--- src/tvs_pkg.sv ---
// Package of constants and carrier types for the interlaced sync divider
package tvs_pkg;
    // Variant one: line divider and field divider
    localparam int unsigned H_DIV = 2;
    localparam logic [9:0] FIELD_LAST = 10'h20c;
    // Cascaded divider moduli, product 525
    localparam logic [1:0] MOD3_LAST = 2'h2;
    localparam logic [2:0] MOD5_LAST = 3'h4;
    localparam logic [2:0] MOD7_LAST = 3'h6;
    // Variant two: alternating 262/263 divider
    localparam logic [8:0] SKIP_POINT = 9'h100;
    localparam logic [3:0] UPPER_JUMP0 = 4'ha;
    localparam logic [3:0] UPPER_JUMP1 = 4'hb;
    localparam logic [3:0] UPPER_LAST = 4'hf;
    localparam logic [8:0] JUMP_COUNT0 = 9'h140;
    localparam logic [8:0] JUMP_COUNT1 = 9'h160;
    localparam int unsigned TOP_BIT = 8;
    localparam int unsigned LOW_BITS = 5;
    // Timing of the programmable stages
    localparam int unsigned CLK_MHZ = 100;
    localparam int unsigned INTERLACE_DELAY_US = 50;
    localparam int unsigned DELAY_MAX_CYCLES = INTERLACE_DELAY_US * CLK_MHZ;
    localparam int unsigned DELAY_W = 13;
    localparam int unsigned WIDTH_W = 16;
    localparam logic [WIDTH_W-1:0] WIDTH_MIN = 16'h0001;
    // Reset values
    localparam logic [9:0] FIELD_RESET = 10'h000;
    localparam logic [8:0] ALT_RESET = 9'h000;

    // One line pulse and one field pulse travel together
    typedef struct packed {
        logic hSync;
        logic vSync;
    } tvs_sync_type;

    // One-hot state of a timed pulse stage
    typedef enum logic [1:0] {
        PULSE_IDLE = 2'b01,
        PULSE_BUSY = 2'b10
    } tvs_pulse_state_type;
endpackage : tvs_pkg

--- src/tvs_sync_divider.sv ---
// Sync divider for 525-line interlaced scan: fixed and adjustable interlace variants
//
// Summary of operation
// - Line pulse every two 31.5 kHz master periods
// - Field pulse every 525 master periods
// - Ten-bit counter runs 0 to 524
// - At 524, next master period returns to zero
// - Forbidden field counts fall back to zero
// - Cascaded 3, 5, 5, 7 dividers also give 525
// - Spare cascade stage supplies the line halving
// - 15.75 kHz tick fires line pulse, clocks divider
// - Divider alternates 262 and 263 period cycles
// - Count 0 to 256, then jump by select
// - Top stage set holds low five stages
// - Skip stage follows select flop during jump
// - Upper four count to overflow, then normal
// - Low stages forced clear while top is set
// - Field pulse low on select fall, high for the delay after select rise
// - Field pulse fall starts vertical sync width
`timescale 1ns/1ns
module tvs_sync_divider #(
    parameter int unsigned DELAY_MAX = tvs_pkg::DELAY_MAX_CYCLES
) (
    input wire logic clk,
    input wire logic rst,
    input wire logic master31,
    input wire logic master15,
    input wire logic [tvs_pkg::DELAY_W-1:0] interlaceDelay,
    input wire logic [tvs_pkg::WIDTH_W-1:0] verticalPulseWidth,
    output tvs_pkg::tvs_sync_type fixedSync,
    output tvs_pkg::tvs_sync_type cascadeSync,
    output tvs_pkg::tvs_sync_type adjustSync,
    output logic fieldPulse,
    output logic interlaceSel
);
    import tvs_pkg::*;

    logic m31Prev_reg;
    logic m15Prev_reg;
    logic tick31;
    logic tick15;
    logic hDiv_reg;
    logic [9:0] field_reg;
    logic [9:0] field_next;
    logic [1:0] mod3_reg;
    logic [2:0] mod5a_reg;
    logic [2:0] mod5b_reg;
    logic [2:0] mod7_reg;
    logic spareHalf_reg;
    logic w3;
    logic w5a;
    logic w5b;
    logic w7;
    logic [8:0] alt_reg;
    logic [8:0] alt_next;
    logic [3:0] upper;
    logic upperClockGate;
    logic cycleEnd;
    logic selPrev_reg;
    logic selRise;
    logic selFall;
    logic [DELAY_W-1:0] delayClamp;
    tvs_pulse_state_type delayState_reg;
    logic [DELAY_W-1:0] delayCnt_reg;
    logic fieldFall;
    tvs_pulse_state_type widthState_reg;
    logic [WIDTH_W-1:0] widthCnt_reg;
    logic adjustH_reg;
    logic adjustV_reg;

    // Master inputs are synchronous levels; a rising edge is one master period
    always_ff @(posedge clk or posedge rst) begin
        if (rst) begin
            m31Prev_reg <= 1'b0;
            m15Prev_reg <= 1'b0;
        end else begin
            m31Prev_reg <= master31;
            m15Prev_reg <= master15;
        end
    end
    assign tick31 = master31 & ~m31Prev_reg;
    assign tick15 = master15 & ~m15Prev_reg;

    // Single ten-bit field counter; any count past the last one reloads zero
    always_comb begin
        if (field_reg >= FIELD_LAST) begin
            field_next = FIELD_RESET;
        end else begin
            field_next = field_reg + 10'h001;
        end
    end

    // Fixed interlace: halve for lines, divide by 525 for fields
    always_ff @(posedge clk or posedge rst) begin
        if (rst) begin
            hDiv_reg <= 1'b0;
            field_reg <= FIELD_RESET;
            fixedSync <= '0;
        end else begin
            fixedSync.hSync <= tick31 & hDiv_reg;
            fixedSync.vSync <= tick31 && (field_reg == FIELD_LAST);
            if (tick31) begin
                hDiv_reg <= ~hDiv_reg;
                field_reg <= field_next;
            end
        end
    end

    // Cascade wrap conditions; the first stage advances on the tick, each later stage on the previous wrap
    assign w3 = tick31 && (mod3_reg >= MOD3_LAST);
    assign w5a = w3 && (mod5a_reg >= MOD5_LAST);
    assign w5b = w5a && (mod5b_reg >= MOD5_LAST);
    assign w7 = w5b && (mod7_reg >= MOD7_LAST);

    // Cascaded 3*5*5*7 form; values past the last state also wrap
    always_ff @(posedge clk or posedge rst) begin
        if (rst) begin
            mod3_reg <= '0;
            mod5a_reg <= '0;
            mod5b_reg <= '0;
            mod7_reg <= '0;
            spareHalf_reg <= 1'b0;
            cascadeSync <= '0;
        end else begin
            if (tick31) begin
                mod3_reg <= w3 ? 2'h0 : mod3_reg + 2'h1;
                spareHalf_reg <= ~spareHalf_reg;
            end
            if (w3) begin
                mod5a_reg <= w5a ? 3'h0 : mod5a_reg + 3'h1;
            end
            if (w5a) begin
                mod5b_reg <= w5b ? 3'h0 : mod5b_reg + 3'h1;
            end
            if (w5b) begin
                mod7_reg <= w7 ? 3'h0 : mod7_reg + 3'h1;
            end
            cascadeSync.hSync <= tick31 & spareHalf_reg;
            cascadeSync.vSync <= w7;
        end
    end

    // Upper four stages and the gate that feeds them while the top is set
    assign upper = alt_reg[TOP_BIT:LOW_BITS];
    assign upperClockGate = tick15 & alt_reg[TOP_BIT];
    assign cycleEnd = upperClockGate && (upper == UPPER_LAST);

    // Alternating divider; low five are cleared while the top stage is set
    always_comb begin
        alt_next = alt_reg;
        if (!alt_reg[TOP_BIT]) begin
            alt_next = alt_reg + 9'h001;
        end else if (upper == UPPER_JUMP0 - 4'h2) begin
            // Only at count 256 do the upper bits read 1000
            alt_next = {(interlaceSel ? UPPER_JUMP1 : UPPER_JUMP0), 5'h00};
        end else begin
            alt_next = {upper + 4'h1, 5'h00};
        end
    end

    // Divider cycle is 263 with select low, 262 with select high
    always_ff @(posedge clk or posedge rst) begin
        if (rst) begin
            alt_reg <= ALT_RESET;
        end else if (tick15) begin
            alt_reg <= alt_next;
        end
    end

    // Select flop flips at each overflow so cycle lengths alternate
    always_ff @(posedge clk or posedge rst) begin
        if (rst) begin
            interlaceSel <= 1'b0;
        end else if (cycleEnd) begin
            interlaceSel <= ~interlaceSel;
        end
    end

    // Line pulse on every 15.75 kHz period
    always_ff @(posedge clk or posedge rst) begin
        if (rst) begin
            adjustH_reg <= 1'b0;
        end else begin
            adjustH_reg <= tick15;
        end
    end

    // Select edges seen one cycle after the flop changes
    always_ff @(posedge clk or posedge rst) begin
        if (rst) begin
            selPrev_reg <= 1'b0;
        end else begin
            selPrev_reg <= interlaceSel;
        end
    end
    assign selRise = interlaceSel & ~selPrev_reg;
    assign selFall = ~interlaceSel & selPrev_reg;
    // Delay over the documented range is clipped rather than wrapped
    assign delayClamp = (interlaceDelay > DELAY_W'(DELAY_MAX)) ?
                        DELAY_W'(DELAY_MAX) : interlaceDelay;

    // Field pulse: undelayed field falls at select fall, other after delay
    always_comb begin
        fieldFall = 1'b0;
        if (selFall) begin
            fieldFall = 1'b1;
        end else if (selRise && !alt_reg[TOP_BIT] && delayClamp == '0) begin
            fieldFall = 1'b1;
        end else if (delayState_reg == PULSE_BUSY && delayCnt_reg == 13'h0001) begin
            fieldFall = 1'b1;
        end
    end

    // Delay stage timed in clk cycles so it is immune to supply drift
    always_ff @(posedge clk or posedge rst) begin
        if (rst) begin
            delayState_reg <= PULSE_IDLE;
            delayCnt_reg <= '0;
            fieldPulse <= 1'b0;
        end else begin
            case (delayState_reg)
                PULSE_IDLE: begin
                    if (selRise && !alt_reg[TOP_BIT] && delayClamp != '0) begin
                        delayState_reg <= PULSE_BUSY;
                        delayCnt_reg <= delayClamp;
                        fieldPulse <= 1'b1;
                    end
                end
                PULSE_BUSY: begin
                    if (selFall || delayCnt_reg == 13'h0001) begin
                        delayState_reg <= PULSE_IDLE;
                        fieldPulse <= 1'b0;
                    end else begin
                        delayCnt_reg <= delayCnt_reg - 13'h0001;
                    end
                end
                default: begin
                    delayState_reg <= PULSE_IDLE;
                    fieldPulse <= 1'b0;
                end
            endcase
        end
    end

    // Vertical sync width stage; a zero width still gives one cycle
    always_ff @(posedge clk or posedge rst) begin
        if (rst) begin
            widthState_reg <= PULSE_IDLE;
            widthCnt_reg <= '0;
            adjustV_reg <= 1'b0;
        end else begin
            case (widthState_reg)
                PULSE_IDLE: begin
                    if (fieldFall) begin
                        widthState_reg <= PULSE_BUSY;
                        adjustV_reg <= 1'b1;
                        widthCnt_reg <= (verticalPulseWidth < WIDTH_MIN) ?
                                        WIDTH_MIN : verticalPulseWidth;
                    end
                end
                PULSE_BUSY: begin
                    if (widthCnt_reg <= WIDTH_MIN) begin
                        widthState_reg <= PULSE_IDLE;
                        adjustV_reg <= 1'b0;
                    end else begin
                        widthCnt_reg <= widthCnt_reg - WIDTH_MIN;
                    end
                end
                default: begin
                    widthState_reg <= PULSE_IDLE;
                    adjustV_reg <= 1'b0;
                end
            endcase
        end
    end

    // Each half has one process driving it, so the struct has a single driver
    assign adjustSync = '{hSync: adjustH_reg, vSync: adjustV_reg};
endmodule : tvs_sync_divider

--- config.mk ---
export PLATFORM = sky130hd
export DESIGN_NAME = tvs_sync_divider
export DESIGN_NICKNAME = d
export VERILOG_FILES = /design/src/tvs_pkg.sv /design/src/tvs_sync_divider.sv
export SDC_FILE = /design/constraint.sdc
export NUM_CORES = 1
export LEC_CHECK = 0
export BUFFER_PORTS_ARGS = -buffer_cell sky130_fd_sc_hd__buf_2
export CORE_ASPECT_RATIO = 1.2
export CORE_MARGIN = 2
export CORE_UTILIZATION = 60
export CTS_BUF_LIST = sky130_fd_sc_hd__clkbuf_4 sky130_fd_sc_hd__clkbuf_8
export CTS_CLUSTER_DIAMETER = 60
export DETAILED_ROUTE_END_ITERATION = 8
export GPL_ROUTABILITY_DRIVEN = 1
export MAX_ROUTING_LAYER = met4
export PLACE_DENSITY_LB_ADDON = 0.15
export SYNTH_ARGS = -nofsm -noshare
export SYNTH_HDL_FRONTEND = slang
export SYNTH_SLANG_ARGS = --single-unit
--- constraint.sdc ---
create_clock -name clk -period 3.1 [get_ports clk]
set_clock_uncertainty 0.2 [all_clocks]
set_input_delay 0.465 -clock clk [delete_from_list [all_inputs] [get_ports clk]]
set_output_delay 0.465 -clock clk [all_outputs]
set_load 0.02 [all_outputs]
==> results.ini <==
[routing]
vias=3540
dr.pass1.iters=6
met1_length_um=4010
top_layer=met4
drtAntennaViolNets=0
routedWlPerCell_um=15.5
route.detailed.drc=0
first_iter_violations=194
wl_met3_um=371
routed_via_density=6.05
wl_um=9070
wl_met2_um=4580

[worst_setup_path]
cp_max_fo=15
reg2reg_slack_ns=0.51
reg2reg_from=widthCnt_reg[10]$_DFFE_PP0P_
worst-endpoint-arrival_ns=2.63
crit-reg2reg-capture=widthCnt_reg[0]$_DFFE_PP0P_
r2r_cells=6
cp-startpoint=widthCnt_reg[10]$_DFFE_PP0P_
start_kind=flip-flop
crit_path_end=widthCnt_reg[0]$_DFFE_PP0P_
critPathKind=reg2reg
end_kind=flip-flop
worstPathRequired_ns=3.14

[logic_synthesis]
synth-async-reset-ratio_pct=100
synth_cell_type_count=66
ys_seq_elements=74
seq_area_frac_synth_pct=44.6
synth_flop_cell=dfrtp_1
yosysWarningCount=0
synth_edf_count=0
synthesis.area_um2=4160
synthesis.nets=499
netlist_instances=453
syn_avg_cell_area_um2=9.18

[grt]
grt_pass1_wl_um=15000
grt_max_degree=30
grtUsageTotal_pct=26.0
first_global_vias=3384
antenna_found_initial=0
gr-total-overflow=0

[clocking]
clkLatencyLatePin_ns=0.35
cts_max_level=3
cts-root-buf=clkbuf_8
cts_buffer_depth=2
path_clk_slew_ns=0.08
cts_sinks=74
cts_tree=done
cts_resized=0
cts-buffers-inserted=9

[finish]
syn2layout_area_growth_pct=11.2
n_antenna_cell=0
nNetsFinal=539
drive_above_1_share_pct=16.5
largest_reg_flops=16
fin_cells=585

[pwr]
switching_share_pct=39.2
p_leak_nw=1.99
p_comb_share_pct=32.5
pwr-share-seq_pct=45.6
switchingPower_w=0.00137
powerDensity_nw_per_um2=757
total_power_w=0.00350
intPower_w=0.00213
irDropWorstVdd_mv=0.463
p_clk_share_pct=21.9

[placement]
hpwl_um=6470
io_buffers=40
place_congestion=0.960
post-place-cells=568

[timing]
worst_pin_slew_ns=0.680
max_slew_margin_pct=54.3
final-setup-viol-count=0
hold_viol=0
rsz0062_at_grt=false
fin_setup_tns_ns=0
drv_slew=0
max_freq_mhz=385
fin_crit_sh_pct=83.7
min_period_ns=2.59

[min_path]
hold_class=in2reg

[floorplanning]
die_w_um=80
ioPinCount=41
initial_core_util_pct=61.4
die-area_um2=7620
rows=33
core_area_um2=6770
die_h_um=95.2

[flow_run]
cap_violations=0

[run_status]
status=completed

cell usage after synthesis (3+ instances only):
cell type	count	area share [%]
nand2b_1	6	0.90
or3_1	3	0.45
dfrtp_1	72	43
nand3_1	18	2.2
xnor2_1	6	1.3
o22ai_1	6	0.90
a21o_1	6	1.1
inv_1	19	1.7
nand4_1	8	1.2
or4_1	4	0.72
a32oi_1	3	0.63
nor2b_1	5	0.75
o21ai_0	28	3.4
a21oi_1	27	3.2
nor4_1	11	1.7
nor3_1	17	2.0
and2_1	3	0.45
clkbuf_1	11	0.99
and3_1	4	0.60
nor2_1	39	3.5
nor3b_1	6	1.1
nand2_1	40	3.6
ha_1	13	3.9
o211ai_1	4	0.72
o31ai_1	8	1.4
a22oi_1	5	0.90
o2bb2ai_1	7	1.5
a31oi_1	9	1.4
and4_1	3	0.63
o21ai_1	11	1.3
cell families (layout without fill, tap and decap cells):
group,after synthesis,in the layout,share of synthesized area [%]
AOI/OAI and AO/OA,134,134,21.3
xor gates and xnor gates,7,7,1.47
and+or+nand+nor,183,183,23.6
DFF,74,74,44.6
buffers and inverters,39,84,4.36
muxes,3,3,0.782
adders and majority gates,13,13,3.91
critical path, cell delays in order, from the launching register on:
cell and delay (ns):
dfrtp_1 0.44, or4_1 0.65, nor3_4 0.25, a41oi_4 0.27
nand2_2 0.32, inv_2 0.14, a22o_1 0.21
metrics by stage:
step / utilization, % / hold slack [ns] / area (µm²) / setup slack [ns]
2_1_floorplan: - / 0.238 / 4160 / 0.557
3_3_place_gp: 65.1 / 0.257 / 4410 / 0.559
3_5_place_dp: 65.1 / 0.261 / 4410 / 0.524
4_1_cts: 68.3 / 0.0216 / 4620 / 0.490
5_1_grt: 68.3 / 0.0237 / 4620 / 0.346
6_report: 68.3 / 0.0399 / 4620 / 0.505
power groups by stage:
stage / clock, W / sequential, W / combinational (W)
2_1_floorplan: 0 / 0.00153 / 0.000930
3_3_place_gp: 0 / 0.00159 / 0.00108
3_5_place_dp: 0 / 0.00160 / 0.00114
4_1_cts: 0.000787 / 0.00159 / 0.00115
5_1_grt: 0.000825 / 0.00163 / 0.00130
6_report: 0.000768 / 0.00159 / 0.00114
worst min-delay path by stage:
| stage | from | to | slack, ns | cells past startpoint |
|---|---|---|---|---|
| after floorplan | mod7_reg[2]$_DFFE_PP0P_ | mod7_reg[2]$_DFFE_PP0P_ | 0.24 | 1 |
| after global placement | hDiv_reg$_DFFE_PP0P_ | hDiv_reg$_DFFE_PP0P_ | 0.26 | 1 |
| after detailed placement | spareHalf_reg$_DFFE_PP0P_ | spareHalf_reg$_DFFE_PP0P_ | 0.26 | 1 |
| after CTS | master15 | m15Prev_reg$_DFF_PP0_ | 0.02 | 1 |
| after global routing | master15 | m15Prev_reg$_DFF_PP0_ | 0.02 | 1 |
| final | master15 | m15Prev_reg$_DFF_PP0_ | 0.04 | 1 |
layout by cell type (no fill, tap or decap), drive strengths merged, types with 8 or more instances in the layout:
cell type,n
a21oi,27
ha,13
o2bb2ai,8
a31oi,9
nand3,19
nand2,41
buf,46
o31ai,9
nor4,13
dfrtp,72
nand4,8
inv,21
nor2,39
nor3,20
o21ai,39
clkbuf,10
repair_timing:
action | CTS | global route
endpoints found under the hold margin | 24 | 0
setup buffers | 0 | 0
hold buffers | 1 | 0
metal layers:
layer  track usage [%]  vias to the layer above
met5                 -                        -
met4              9.18                        0
met3              5.11                       10
met2              42.4                       72
met1              32.4                     1694
li1                  -                     1764
cell type report:
cell class | instances | area (µm²)
clock buffer | 10 | 138
clock inverter | 6 | 66.3
fill | 582 | 2150
inverter | 21 | 78.8
multi-input combinational | 340 | 2120
sequential | 74 | 1850
tap | 87 | 109
timing repair buffer | 47 | 255
Note: power is estimated with default switching activity, not from simulation.
